===== src/pfa_defines.svh =====
// constants for the port frame admission and flow control block
`ifndef PFA_DEFINES_SVH
`define PFA_DEFINES_SVH
`define PFA_ADDR_CFG 8'h00
`define PFA_ADDR_STORM 8'h04
`define PFA_ADDR_STAT 8'h08
`define PFA_ADDR_CNT 8'h0C
`define PFA_CFG_AGGR_BIT 0
`define PFA_CFG_NODROP_BIT 3
`define PFA_CFG_BP_BIT 5
`define PFA_CFG_LEGAL_BIT 6
`define PFA_CFG_HUGE_BIT 7
`define PFA_CFG_STORM_EN_BIT 8
`define PFA_CFG_MCAST_BIT 9
`define PFA_CFG_SPEED100_BIT 10
`define PFA_CFG_FDX_BIT 11
`define PFA_MIN_LEN 16'd64
`define PFA_STD_MAX_LEN 16'd1518
`define PFA_LEGAL_MAX_LEN 16'd1536
`define PFA_HUGE_MAX_LEN 16'd1916
`define PFA_VLAN_TAG_LEN 16'd4
`define PFA_STORM_RESET 16'h004A
`define PFA_CLK_MHZ 125
`define PFA_IVL_100_MS 50
`define PFA_IVL_10_MS 500
`define PFA_IVL_100_CYC (`PFA_IVL_100_MS * 1000 * `PFA_CLK_MHZ)
`define PFA_IVL_10_CYC (`PFA_IVL_10_MS * 1000 * `PFA_CLK_MHZ)
`define PFA_PAUSE_MAX 16'hFFFF
`define PFA_PAUSE_ZERO 16'h0000
`define PFA_QUANTUM_CYC 8'd64
`endif


===== src/pfa_pkg.sv =====
// types for the port frame admission and flow control block
package pfa_pkg;
	typedef struct packed {
		logic [15:0] len;
		logic vlan;
		logic bcast;
		logic mcast;
		logic pause;
		logic [15:0] pause_time;
		logic err;
		logic local_dst;
	} pfa_rx_info_s;
	typedef enum logic [1:0] {
		PFA_FC_IDLE,
		PFA_FC_XOFF_WAIT,
		PFA_FC_ON,
		PFA_FC_XON_WAIT
	} pfa_fc_e;
	typedef enum logic [1:0] {
		PFA_BP_IDLE,
		PFA_BP_CARRIER,
		PFA_BP_SILENT,
		PFA_BP_YIELD
	} pfa_bp_e;
endpackage


===== src/pfa_top.sv =====
// frame admission, pause, back pressure and storm control for one switch port
`timescale 1ns/1ps
`default_nettype none
`include "pfa_defines.svh"
// Functional notes
// drop frames shorter than 64 bytes
// option: accept frames up to 1536 bytes
// option: accept frames up to 1916 bytes
// vlan tagged frames get larger maximum
// received pause holds normal transmit until expiry
// newer pause frame reloads the timer
// while paused only own pause frames go
// busy destination triggers xoff with maximum time
// freed resource triggers xon with zero time
// hysteresis between assert and release thresholds
// full receive queue flow controls every port
// errored or illegal size frames never forwarded
// pause frames consumed, never forwarded
// frames to own port dropped
// half duplex back pressure sends preamble carrier
// release carrier briefly after hold limit
// yield carrier to queued frames then resume
// collision in back pressure regenerates carrier now
// aggressive, nodrop, back pressure bits default off
// global storm rate, per port enable, multicast option
// storm counter cleared each 50/500 ms interval
// storm rate resets to 0x4A
// storm frames over limit dropped until interval
module pfa_top import pfa_pkg::*; #(
	parameter int IVL_100_CYC = `PFA_IVL_100_CYC,
	parameter int IVL_10_CYC = `PFA_IVL_10_CYC,
	parameter int BP_HOLD_CYC = 8192,
	parameter int BP_SILENT_CYC = 8,
	parameter int BUF_HI = 448,
	parameter int BUF_LO = 384
) (
	// clock, reset, enable
	input wire logic clk_sys_i,
	input wire logic rst_i,
	input wire logic ce_i,
	// axi4-lite slave
	input wire logic [7:0] s_axi_awaddr_i,
	input wire logic s_axi_awvalid_i,
	output logic s_axi_awready_o,
	input wire logic [31:0] s_axi_wdata_i,
	input wire logic [3:0] s_axi_wstrb_i,
	input wire logic s_axi_wvalid_i,
	output logic s_axi_wready_o,
	output logic [1:0] s_axi_bresp_o,
	output logic s_axi_bvalid_o,
	input wire logic s_axi_bready_i,
	input wire logic [7:0] s_axi_araddr_i,
	input wire logic s_axi_arvalid_i,
	output logic s_axi_arready_o,
	output logic [31:0] s_axi_rdata_o,
	output logic [1:0] s_axi_rresp_o,
	output logic s_axi_rvalid_o,
	input wire logic s_axi_rready_i,
	// received frame verdict
	input wire logic rx_done_i,
	input wire pfa_rx_info_s rx_info_i,
	output logic fwd_o,
	output logic drop_o,
	// switch resource status
	input wire logic dst_busy_i,
	input wire logic rxq_full_i,
	input wire logic [9:0] buf_used_i,
	// transmit side
	input wire logic tx_pending_i,
	input wire logic tx_frame_busy_i,
	input wire logic col_i,
	output logic tx_normal_ok_o,
	output logic pause_req_o,
	output logic [15:0] pause_time_o,
	input wire logic pause_ack_i,
	output logic bp_carrier_o,
	output logic aggr_backoff_o,
	output logic nodrop_excol_o
);
	logic [31:0] cfg;
	logic [15:0] storm_rate;
	logic [15:0] storm_cnt;
	logic [31:0] ivl_cnt;
	logic [15:0] pause_tmr;
	logic [7:0] quanta_cnt;
	logic [31:0] bp_cnt;
	logic congested;
	logic paused;
	logic [15:0] max_len;
	logic size_bad;
	logic storm_hit;
	logic is_storm;
	logic aw_hold, w_hold;
	logic [7:0] aw_addr;
	logic [31:0] w_data;
	logic [3:0] w_strb;
	pfa_fc_e fc_st;
	pfa_bp_e bp_st;

	// resource thresholds with hysteresis; queue full forces every port
	always_ff @(posedge clk_sys_i) begin
		if (rst_i) begin
			congested <= 1'b0;
		end else if (ce_i) begin
			if (rxq_full_i || dst_busy_i || buf_used_i >= 10'(BUF_HI)) begin
				congested <= 1'b1;
			end else if (buf_used_i < 10'(BUF_LO)) begin
				congested <= 1'b0;
			end
		end
	end

	// write channel: address and data taken in either order
	always_ff @(posedge clk_sys_i) begin
		if (rst_i) begin
			aw_hold <= 1'b0;
			w_hold <= 1'b0;
			aw_addr <= 8'h00;
			w_data <= 32'h0000_0000;
			w_strb <= 4'h0;
			s_axi_awready_o <= 1'b1;
			s_axi_wready_o <= 1'b1;
			s_axi_bvalid_o <= 1'b0;
			s_axi_bresp_o <= 2'b00;
		end else if (ce_i) begin
			if (s_axi_awvalid_i && s_axi_awready_o) begin
				aw_hold <= 1'b1;
				aw_addr <= s_axi_awaddr_i;
				s_axi_awready_o <= 1'b0;
			end
			if (s_axi_wvalid_i && s_axi_wready_o) begin
				w_hold <= 1'b1;
				w_data <= s_axi_wdata_i;
				w_strb <= s_axi_wstrb_i;
				s_axi_wready_o <= 1'b0;
			end
			if (aw_hold && w_hold && !s_axi_bvalid_o) begin
				s_axi_bvalid_o <= 1'b1;
				if (aw_addr == `PFA_ADDR_CFG || aw_addr == `PFA_ADDR_STORM) begin
					s_axi_bresp_o <= 2'b00;
				end else if (aw_addr == `PFA_ADDR_STAT || aw_addr == `PFA_ADDR_CNT) begin
					s_axi_bresp_o <= 2'b00;
				end else begin
					s_axi_bresp_o <= 2'b10;
				end
			end
			if (s_axi_bvalid_o && s_axi_bready_i) begin
				s_axi_bvalid_o <= 1'b0;
				aw_hold <= 1'b0;
				w_hold <= 1'b0;
				s_axi_awready_o <= 1'b1;
				s_axi_wready_o <= 1'b1;
			end
		end
	end

	// configuration registers, committed once per write
	always_ff @(posedge clk_sys_i) begin
		if (rst_i) begin
			cfg <= 32'h0000_0000;
			storm_rate <= `PFA_STORM_RESET;
		end else if (ce_i && aw_hold && w_hold && !s_axi_bvalid_o) begin
			if (aw_addr == `PFA_ADDR_CFG) begin
				for (int b = 0; b < 4; b++) begin
					if (w_strb[b]) begin
						cfg[b*8 +: 8] <= w_data[b*8 +: 8];
					end
				end
			end else if (aw_addr == `PFA_ADDR_STORM) begin
				for (int b = 0; b < 2; b++) begin
					if (w_strb[b]) begin
						storm_rate[b*8 +: 8] <= w_data[b*8 +: 8];
					end
				end
			end
		end
	end

	// read channel
	always_ff @(posedge clk_sys_i) begin
		if (rst_i) begin
			s_axi_arready_o <= 1'b1;
			s_axi_rvalid_o <= 1'b0;
			s_axi_rdata_o <= 32'h0000_0000;
			s_axi_rresp_o <= 2'b00;
		end else if (ce_i) begin
			if (s_axi_arvalid_i && s_axi_arready_o) begin
				s_axi_arready_o <= 1'b0;
				s_axi_rvalid_o <= 1'b1;
				s_axi_rresp_o <= 2'b00;
				if (s_axi_araddr_i == `PFA_ADDR_CFG) begin
					s_axi_rdata_o <= {20'h00000, cfg[11:0]};
				end else if (s_axi_araddr_i == `PFA_ADDR_STORM) begin
					s_axi_rdata_o <= {16'h0000, storm_rate};
				end else if (s_axi_araddr_i == `PFA_ADDR_STAT) begin
					s_axi_rdata_o <= {pause_tmr, 11'h000, bp_carrier_o, congested, paused, fc_st};
				end else if (s_axi_araddr_i == `PFA_ADDR_CNT) begin
					s_axi_rdata_o <= {16'h0000, storm_cnt};
				end else begin
					s_axi_rdata_o <= 32'h0000_0000;
					s_axi_rresp_o <= 2'b10;
				end
			end else if (s_axi_rvalid_o && s_axi_rready_i) begin
				s_axi_rvalid_o <= 1'b0;
				s_axi_arready_o <= 1'b1;
			end
		end
	end

	// size limits
	always_comb begin
		if (cfg[`PFA_CFG_HUGE_BIT]) begin
			max_len = `PFA_HUGE_MAX_LEN;
		end else if (cfg[`PFA_CFG_LEGAL_BIT]) begin
			max_len = `PFA_LEGAL_MAX_LEN;
		end else begin
			max_len = `PFA_STD_MAX_LEN;
		end
		if (rx_info_i.vlan) begin
			max_len = max_len + `PFA_VLAN_TAG_LEN;
		end
		size_bad = (rx_info_i.len < `PFA_MIN_LEN) || (rx_info_i.len > max_len);
	end

	assign is_storm = rx_info_i.bcast || (cfg[`PFA_CFG_MCAST_BIT] && rx_info_i.mcast);
	assign storm_hit = cfg[`PFA_CFG_STORM_EN_BIT] && is_storm && (storm_cnt >= storm_rate);

	// frame verdict, one pulse per finished frame
	always_ff @(posedge clk_sys_i) begin
		if (rst_i) begin
			fwd_o <= 1'b0;
			drop_o <= 1'b0;
		end else if (ce_i) begin
			fwd_o <= 1'b0;
			drop_o <= 1'b0;
			if (rx_done_i) begin
				if (size_bad || rx_info_i.err || rx_info_i.pause || rx_info_i.local_dst || storm_hit) begin
					drop_o <= 1'b1;
				end else begin
					fwd_o <= 1'b1;
				end
			end
		end
	end

	// storm interval and counter; a frame in the clearing cycle starts the new count
	always_ff @(posedge clk_sys_i) begin
		if (rst_i) begin
			ivl_cnt <= 32'd0;
			storm_cnt <= 16'h0000;
		end else if (ce_i) begin
			if (ivl_cnt >= 32'(cfg[`PFA_CFG_SPEED100_BIT] ? IVL_100_CYC - 1 : IVL_10_CYC - 1)) begin
				ivl_cnt <= 32'd0;
				storm_cnt <= (rx_done_i && is_storm) ? 16'h0001 : 16'h0000;
			end else begin
				ivl_cnt <= ivl_cnt + 32'd1;
				if (rx_done_i && is_storm && storm_cnt != 16'hFFFF) begin
					storm_cnt <= storm_cnt + 16'h0001;
				end
			end
		end
	end

	// received pause timer in 512-bit quanta
	assign paused = (pause_tmr != 16'h0000);
	always_ff @(posedge clk_sys_i) begin
		if (rst_i) begin
			pause_tmr <= 16'h0000;
			quanta_cnt <= 8'd0;
		end else if (ce_i) begin
			if (rx_done_i && rx_info_i.pause && !rx_info_i.err && cfg[`PFA_CFG_FDX_BIT]) begin
				pause_tmr <= rx_info_i.pause_time;
				quanta_cnt <= 8'd0;
			end else if (paused) begin
				if (quanta_cnt == `PFA_QUANTUM_CYC - 8'd1) begin
					quanta_cnt <= 8'd0;
					pause_tmr <= pause_tmr - 16'h0001;
				end else begin
					quanta_cnt <= quanta_cnt + 8'd1;
				end
			end
		end
	end

	// a frame already on the wire finishes; only the next one waits
	always_ff @(posedge clk_sys_i) begin
		if (rst_i) begin
			tx_normal_ok_o <= 1'b0;
		end else if (ce_i) begin
			tx_normal_ok_o <= !paused && !(bp_st == PFA_BP_CARRIER || bp_st == PFA_BP_SILENT);
		end
	end

	// xoff/xon generation in full duplex
	always_ff @(posedge clk_sys_i) begin
		if (rst_i) begin
			fc_st <= PFA_FC_IDLE;
			pause_req_o <= 1'b0;
			pause_time_o <= `PFA_PAUSE_ZERO;
		end else if (ce_i) begin
			case (fc_st)
				PFA_FC_IDLE: begin
					if (congested && cfg[`PFA_CFG_FDX_BIT]) begin
						fc_st <= PFA_FC_XOFF_WAIT;
						pause_req_o <= 1'b1;
						pause_time_o <= `PFA_PAUSE_MAX;
					end
				end
				PFA_FC_XOFF_WAIT: begin
					if (pause_ack_i) begin
						pause_req_o <= 1'b0;
						fc_st <= PFA_FC_ON;
					end
				end
				PFA_FC_ON: begin
					if (!congested) begin
						fc_st <= PFA_FC_XON_WAIT;
						pause_req_o <= 1'b1;
						pause_time_o <= `PFA_PAUSE_ZERO;
					end
				end
				PFA_FC_XON_WAIT: begin
					if (pause_ack_i) begin
						pause_req_o <= 1'b0;
						fc_st <= PFA_FC_IDLE;
					end
				end
				default: fc_st <= PFA_FC_IDLE;
			endcase
		end
	end

	// half duplex back pressure by carrier
	always_ff @(posedge clk_sys_i) begin
		if (rst_i) begin
			bp_st <= PFA_BP_IDLE;
			bp_cnt <= 32'd0;
			bp_carrier_o <= 1'b0;
		end else if (ce_i) begin
			case (bp_st)
				PFA_BP_IDLE: begin
					bp_carrier_o <= 1'b0;
					if (congested && cfg[`PFA_CFG_BP_BIT] && !cfg[`PFA_CFG_FDX_BIT] && !tx_frame_busy_i) begin
						bp_st <= PFA_BP_CARRIER;
						bp_cnt <= 32'd0;
						bp_carrier_o <= 1'b1;
					end
				end
				PFA_BP_CARRIER: begin
					if (!congested || !cfg[`PFA_CFG_BP_BIT] || cfg[`PFA_CFG_FDX_BIT]) begin
						bp_st <= PFA_BP_IDLE;
						bp_carrier_o <= 1'b0;
					end else if (tx_pending_i) begin
						bp_st <= PFA_BP_YIELD;
						bp_carrier_o <= 1'b0;
					end else if (col_i) begin
						bp_cnt <= 32'd0;
						bp_carrier_o <= 1'b1;
					end else if (bp_cnt >= 32'(BP_HOLD_CYC - 1)) begin
						bp_st <= PFA_BP_SILENT;
						bp_cnt <= 32'd0;
						bp_carrier_o <= 1'b0;
					end else begin
						bp_cnt <= bp_cnt + 32'd1;
					end
				end
				PFA_BP_SILENT: begin
					if (bp_cnt >= 32'(BP_SILENT_CYC - 1) || col_i) begin
						bp_st <= PFA_BP_CARRIER;
						bp_cnt <= 32'd0;
						bp_carrier_o <= 1'b1;
					end else begin
						bp_cnt <= bp_cnt + 32'd1;
					end
				end
				PFA_BP_YIELD: begin
					bp_carrier_o <= 1'b0;
					if (!tx_pending_i && !tx_frame_busy_i) begin
						bp_st <= PFA_BP_IDLE;
					end
				end
				default: bp_st <= PFA_BP_IDLE;
			endcase
		end
	end

	// mac back-off options
	always_ff @(posedge clk_sys_i) begin
		if (rst_i) begin
			aggr_backoff_o <= 1'b0;
			nodrop_excol_o <= 1'b0;
		end else if (ce_i) begin
			aggr_backoff_o <= cfg[`PFA_CFG_AGGR_BIT];
			nodrop_excol_o <= cfg[`PFA_CFG_NODROP_BIT];
		end
	end
endmodule
`default_nettype wire


===== config.mk =====
export PLATFORM = sky130hd
export DESIGN_NAME = pfa_top
export DESIGN_NICKNAME = d
export VERILOG_FILES = /design/src/pfa_pkg.sv /design/src/pfa_top.sv
export VERILOG_INCLUDE_DIRS = /design/src /design/src/src
export SDC_FILE = /design/constraint.sdc
export NUM_CORES = 1
export LEC_CHECK = 0
export BUFFER_PORTS_ARGS = -buffer_cell sky130_fd_sc_hd__buf_2
export CAP_MARGIN = 20
export CORE_MARGIN = 3
export CORE_UTILIZATION = 28
export DETAILED_ROUTE_END_ITERATION = 8
export HOLD_SLACK_MARGIN = 0.05
export PLACE_DENSITY = 0.44
export SKIP_CTS_REPAIR_TIMING = 1
export SYNTH_ARGS = -nofsm -noshare
export SYNTH_HDL_FRONTEND = slang
export SYNTH_SLANG_ARGS = --single-unit

===== constraint.sdc =====
create_clock -name clk_sys_i -period 3.2 [get_ports clk_sys_i]
set_input_delay 0.64 -clock clk_sys_i [delete_from_list [all_inputs] [get_ports clk_sys_i]]
set_output_delay 0.64 -clock clk_sys_i [all_outputs]
set_load 0.02 [all_outputs]

==> key figures, run 1 <==
Place
  – Number of I/O port buffers: 152
  – Dpl cells: 1917
  – Detailed placement HPWL: 23.6 mm
  – Weighted congestion reported at the end of routability-driven placement: 0.814

Yosys
  – Sequential fraction of the synthesis area: 0.401
  – Asr flop ratio synth: 0
  – Parity-gate share of the synthesized area counting xor and xnor cells: 0.0521
  – Synth Warn #: 0
  – Post-synthesis mux area share: 0.0247
  – Prevailing post-synth register cell: sky130_fd_sc_hd__dfxtp_1
  – Number of register bits inferred by synthesis: 212
  – Netlist area before placement: 10600 um^2
  – Adder and majority gate portion of the synthesized area: 0.0649
  – Average size of a mapped cell: 8.07 um^2
  – Post-synth EDFFs: 0
  – Main combinational cell family by area after synthesis: simple AND/OR/NAND/NOR gates
  – Fraction of the mapped netlist area in simple logic gates: 0.260
  – Library cells used by synthesis: 68
  – Complex-gate fraction of the synthesized area: 0.147
  – Number of standard cells after synthesis: 1313

Clock network
  – Number of sinks handled by clock tree synthesis: 212
  – Clock insertion delay at the later pin of the skew report: 0.53 ns
  – Worst-case clock buffer depth: 3
  – Max H-tree Level: 1
  – Master cell of the clock root buffer: sky130_fd_sc_hd__clkbuf_16
  – CTS buffer count: 26
  – Clock transition at the register clock pins on the worst setup and hold paths after CTS: 0.06 ns
  – Clock tree from TritonCTS: yes

Timing
  – Worst slew pin tran: 0.769 ns
  – Achievable frequency: 386 MHz
  – Final Setup Violations: 0
  – Remaining max-slew budget at the tightest pin: 0.486
  – Final clock period utilization by the worst path: 0.809
  – Hold WS: 0.346 ns
  – Fin Setup TNS: 0 ns
  – Final count of pins violating max slew: 0
  – Number of hold-slack violations in the final timing report: 0
  – Clock skew: 0.00837 ns
  – RSZ-0062 raised after global routing: false
  – Minimum clock period: 2.59 ns

Floorplan
  – Count of boundary I/O pins: 179
  – Area of the core region: 37000 um^2
  – Initial Util: 0.287
  – Die Width: 201 um
  – Die Footprint: 40200 um^2
  – Floorplan die height: 201 um
  – Cell Rows: 70

Flow run
  – Max-cap violation count: 0

Global routing
  – Vias in the first global route: 9180
  – Gr ovfl total: 0
  – Global Route Usage Sum: 0.152
  – Number of antenna violations at the first check in global routing: 4
  – Wire length of the first global-routing pass: 50.7 mm
  – Pin count of the biggest net entering global routing: 69

Routing
  – Per-cell via count in the routed design: 4.84
  – Total length of routed wires: 31.8 mm
  – Length of the first detailed-routing pass in iterations: 5
  – Antenna-violating nets left: 0
  – Routed wire length per instance: 16.2 um
  – Count of unresolved DRC violations after routing: 0
  – DRC marker count from the first detailed-route iteration: 594
  – Total via count in the routed design: 9506

Min path
  – Class of the tightest hold or removal check: input port to flop

Run status
  – Result of the run: completed

Pwr
  – Total power after layout: 6.00 mW
  – Peak supply drop: 270 uV
  – Leakage power of the design: 5.18 nW
  – Ratio of total power to cell area: 471 nW/um^2

Critical path
  – Worst path cell trace: inv_1, ha_1, or3b_2, or3_1, nor3b_2, o21ai_1, a222oi_1, nor2_1
  – Launching element type of the critical path: flop
  – Critical-path top delay cell: sky130_fd_sc_hd__or3_1
  – Worst-path maximum fanout: 6
  – Crit path largest cell delay: 0.52 ns
  – Crit path DAT: 2.98 ns
  – Start-to-end type of the worst setup path: flop to flop
  – CP Data Required Time: 3.59 ns
  – Reg-to-reg slack, setup: 0.61 ns
  – Endpoint class of the critical path: flop

Final layout
  – Area growth, synth to finish: 20.1%
  – Commonest cells after routing, fill and taps aside: sky130_fd_sc_hd__dfxtp_1, sky130_fd_sc_hd__nor2_1, sky130_fd_sc_hd__nand2_1
  – Antenna diode count: 0
  – Layout Nets: 1611
  – Most common library cell in the layout ignoring fill and taps: sky130_fd_sc_hd__dfxtp_1
  – Layout fillers: 3976
  – Area used by multi-input combinational logic: 5840 um^2
  – Share of final-layout standard cells stronger than drive strength 1: 0.162
  – Number of standard cells in the layout, taps in and fillers out: 1963
  – Register area: 4240 um^2
==> flip-flops by register name (all words and copies together), names as in the netlist, 8 cells and up <==
name	cells
aw_addr	8
bp_cnt	32
cfg	12
ivl_cnt	32
pause_tmr	16
quanta_cnt	8
s_axi_rdata_o	32
storm_cnt	16
storm_rate	16
w_data	16
==> layer usage <==
layer | share of wire | track usage | wire [um]
met5 | 0.0018 | 0 | 56
met4 | 0.015 | 0.0284 | 478
met3 | 0.053 | 0.0313 | 1670
met2 | 0.44 | 0.243 | 13900
met1 | 0.49 | 0.214 | 15700
==> area by class of cell <==
type / count / area share
flip-flops and latches: 212 / 0.333
repair buffers: 181 / 0.0780
clock buffers: 35 / 0.0578
clock inverters: 11 / 0.0108
well taps: 504 / 0.0495
multi-input cells: 980 / 0.459
inverters: 40 / 0.0118
==> worst max-delay path: cells and delay by family, from the launching register on <==
| kind | cells | cell delay [ns] |
|---|---|---|
| AOI/OAI and AO/OA | 2 | 0.39 |
| DFF | 1 | 0.33 |
| buffers and inverters | 1 | 0.10 |
| and+or+nand+nor | 4 | 1.41 |
| adders and majority gates | 1 | 0.22 |
==> cells in the mapped netlist, drive strengths merged, types with 18 or more instances <==
master / count / area, um^2
dfxtp: 212 / 4240
nor2: 179 / 672
nand2: 162 / 608
a21oi: 110 / 551
ha: 55 / 688
clkbuf: 52 / 195
nor3: 49 / 245
nand3: 48 / 240
o21ai: 41 / 205
nand4: 40 / 250
inv: 39 / 146
xor2: 37 / 324
buf: 30 / 191
a22oi: 26 / 195
xnor2: 26 / 228
mux2i: 25 / 250
and3: 22 / 138
nor4: 18 / 119
==> kinds of logic after synthesis <==
group	Yosys count
and+or+nand+nor	581
xor gates and xnor gates	63
other	2
buffers and inverters	122
muxes	26
AOI/OAI and AO/OA	252
adders and majority gates	55
DFF	212
==> power breakdown <==
group / internal (mW) / switching (mW) / total [mW]
clock: 1.84 / 1.17 / 3.01
combinational: 0.106 / 0.184 / 0.290
sequential: 2.67 / 0.0279 / 2.70
==> path summary, 6_finish.rpt <==
kind,start,end,depth (start not counted)
setup / recovery,pause_tmr[0],s_axi_rdata_o[2],8
hold / removal,s_axi_wdata_i[12],w_data[12],3
setup reg to reg,pause_tmr[0],s_axi_rdata_o[2],8
hold reg to reg,aw_addr[1],aw_addr[1],2
==> stage by stage <==
step,utilization,area [um^2],setup slack [ns]
floorplan,-,10600,0.740
global placement,0.321,11900,0.545
detailed placement,0.321,11900,0.525
CTS,0.344,12700,0.590
global route,0.344,12700,0.417
finish,0.344,12700,0.610
No activity file was read; power rests on OpenSTA's default activity.
==> inputs of run 2 (changes only) <==
--- a/config.mk
+++ b/config.mk
@@ -12,7 +12,7 @@
 export CORE_UTILIZATION = 28
 export DETAILED_ROUTE_END_ITERATION = 8
 export HOLD_SLACK_MARGIN = 0.05
-export PLACE_DENSITY = 0.44
+export PLACE_DENSITY = 0.45
 export SKIP_CTS_REPAIR_TIMING = 1
 export SYNTH_ARGS = -nofsm -noshare
 export SYNTH_HDL_FRONTEND = slang
==> constraint.sdc (replaced) <==
create_clock -name clk_sys_i -period 2.3 [get_ports clk_sys_i]
set_input_delay 0.46 -clock clk_sys_i [delete_from_list [all_inputs] [get_ports clk_sys_i]]
set_output_delay 0.46 -clock clk_sys_i [all_outputs]
set_load 0.02 [all_outputs]
==> key figures, run 2 (same netlist as run 1, synthesis figures left out) <==
Timing
  – Achievable frequency: 446 MHz
  – Number of hold-slack violations in the final timing report: 0
  – Clock skew: 0.00836 ns
  – Remaining max-slew budget at the tightest pin: 0.617
  – Final Setup Violations: 0
  – Worst slew pin tran: 0.574 ns
  – Final clock period utilization by the worst path: 0.974
  – Final setup slack of the worst path: 0.0592 ns
  – Minimum clock period: 2.24 ns
  – Fin Setup TNS: 0 ns
  – Final count of pins violating max slew: 0
  – RSZ-0062 raised after global routing: true

Global routing
  – Wire length of the first global-routing pass: 51.4 mm
  – Pin count of the biggest net entering global routing: 62
  – Gr ovfl total: 0
  – Number of antenna violations at the first check in global routing: 1
  – Global Route Usage Sum: 0.155
  – Vias in the first global route: 9379

Pwr
  – Switch share: 0.235
  – Peak supply drop: 559 uV
  – Combinational fraction of design power: 0.056
  – Switching power summed over all nets: 1.96 mW
  – Ratio of total power to cell area: 618 nW/um^2
  – Total power after layout: 8.35 mW
  – Relative contribution of sequential cells to total power: 0.448
  – Leakage power of the design: 5.58 nW
  – Clock network fraction of design power: 0.495
  – Internal Power: 6.39 mW

Floorplan
  – Count of boundary I/O pins: 179
  – Die Footprint: 40200 um^2
  – Cell Rows: 70
  – Die Width: 201 um
  – Floorplan die height: 201 um
  – Area of the core region: 37000 um^2
  – Initial Util: 0.287

Critical path
  – Endpoint class of the critical path: flop
  – Start-to-end type of the worst setup path: flop to flop
  – Launching element type of the critical path: flop
  – Worst-path maximum fanout: 8
  – Number of cells on the worst reg-to-reg path: 10
  – Worst r2r dst: ivl_cnt[21]
  – Crit path largest cell delay: 0.36 ns
  – CP Data Required Time: 2.72 ns
  – Logic depth of the worst path, buffers included: 10
  – Worst path cell trace: buf_8, ha_4, nand4_1, nor4_2, buf_4, o211ai_1, nand3_4, a21o_4, clkbuf_16, nor2_1
  – Category of cells accounting for the largest share of critical-path delay: simple AND/OR/NAND/NOR gates
  – Crit path buf inv count: 3
  – Reg-to-reg slack, setup: 0.06 ns
  – Critical path startpoint: cfg[10]
  – Crit Reg-Reg Startpoint: cfg[10]
  – Critical-path top delay cell: sky130_fd_sc_hd__dfxtp_4
  – Crit path DAT: 2.66 ns

Final layout
  – Area growth, synth to finish: 27.6%
  – Number of standard cells in the layout, taps in and fillers out: 2025
  – Regs by FF count: bp_cnt: 32 flops, ivl_cnt: 32 flops, s_axi_rdata_o: 32 flops
  – Layout fillers: 3964
  – Layout Nets: 1673
  – Most common library cell in the layout ignoring fill and taps: sky130_fd_sc_hd__dfxtp_1
  – Finished Core Util: 0.366
  – Share of final-layout standard cells stronger than drive strength 1: 0.218
  – Commonest cells after routing, fill and taps aside: sky130_fd_sc_hd__dfxtp_1, sky130_fd_sc_hd__nor2_1, sky130_fd_sc_hd__nand2_1
  – Antenna diode count: 0

Place
  – Detailed placement HPWL: 24.3 mm
  – Dpl cells: 1973
  – Number of I/O port buffers: 152
  – Weighted congestion reported at the end of routability-driven placement: 0.804
  – Setup slack at placement: -0.123 ns

Min path
  – Class of the tightest hold or removal check: input port to flop
  – Number of stages on the worst hold path: 3
  – Worst min-delay path endpoint: w_data[6]
  – Launch point of the worst hold path: s_axi_wdata_i[6]

Routing
  – Length of the first detailed-routing pass in iterations: 5
  – Routed wire length per instance: 16.3 um
  – DRC marker count from the first detailed-route iteration: 470
  – Per-cell via count in the routed design: 4.89
  – Count of unresolved DRC violations after routing: 0
  – Total via count in the routed design: 9896
  – Total length of routed wires: 33.0 mm
  – Antenna-violating nets left: 0

Clock network
  – Clock tree from TritonCTS: yes
  – Max H-tree Level: 1
  – Master cell of the clock root buffer: sky130_fd_sc_hd__clkbuf_16
  – Number of sinks handled by clock tree synthesis: 212
  – CTS buffer count: 27
  – Worst-case clock buffer depth: 3
  – Clock insertion delay at the later pin of the skew report: 0.53 ns
  – Clock transition at the register clock pins on the worst setup and hold paths after CTS: 0.06 ns

Flow run
  – Max-cap violation count: 0

Run status
  – Result of the run: completed
-- run 2: cell count changes in the layout (fill, tap and decap cells not counted), sizes merged --
cell,delta
buf,+59
clkinv,+3
inv,+1
clkbuf,+3
clkinvlp,-3
bufinv,-1
-- run 2: tightest hold or removal path, stage by stage --
cell and delay (ns):
sky130_fd_sc_hd__buf_2 0.09, sky130_fd_sc_hd__nand2_1 0.04, sky130_fd_sc_hd__a21oi_1 0.05
-- run 2: worst max-delay path by stage --
stage	endpoint
2_1_floorplan	ivl_cnt[10]
3_3_place_gp	ivl_cnt[0]
3_5_place_dp	ivl_cnt[0]
4_1_cts	ivl_cnt[0]
5_1_grt	ivl_cnt[26]
6_report	ivl_cnt[21]
-- run 2: power groups by stage --
stage               Sequential [mW]  Combinational (mW)  Clock, mW
detailed placement             3.83               0.444          0
global route                   3.75               0.522       4.42
CTS                            3.75               0.445       4.27
floorplan                      3.83               0.216          0
finish                         3.75               0.471       4.14
global placement               3.83               0.442          0
-- run 2: through the flow --
| step | hold slack, ns | area (um^2) |
|---|---|---|
| after CTS | 0.144 | 13200 |
| final | 0.168 | 13500 |
| after global placement | 0.442 | 12300 |
| after floorplan | 0.431 | 10600 |
| after global routing | 0.156 | 13500 |
| after detailed placement | 0.445 | 12300 |
-- run 2: per-layer routing --
layer | GRT usage | up-vias | routed length (um) | part of all wire
met3 | 0.0253 | 36 | 1450 | 0.044
met2 | 0.242 | 179 | 14400 | 0.44
met5 | 0 | - | 9 | 0.00027
met1 | 0.225 | 4661 | 16500 | 0.50
li1 | - | 5018 | - | -
met4 | 0.0331 | 2 | 611 | 0.019
-- run 2: cell type report --
class                   instances  area (um^2)  share of cell area
clock buffers                  36          749              0.0554
clock inverters                11          109             0.00805
inverters                      40          153              0.0113
multi-input cells             980         6040               0.447
flip-flops and latches        212         4250               0.314
well taps                     504          631              0.0467
repair buffers                242         1590               0.117
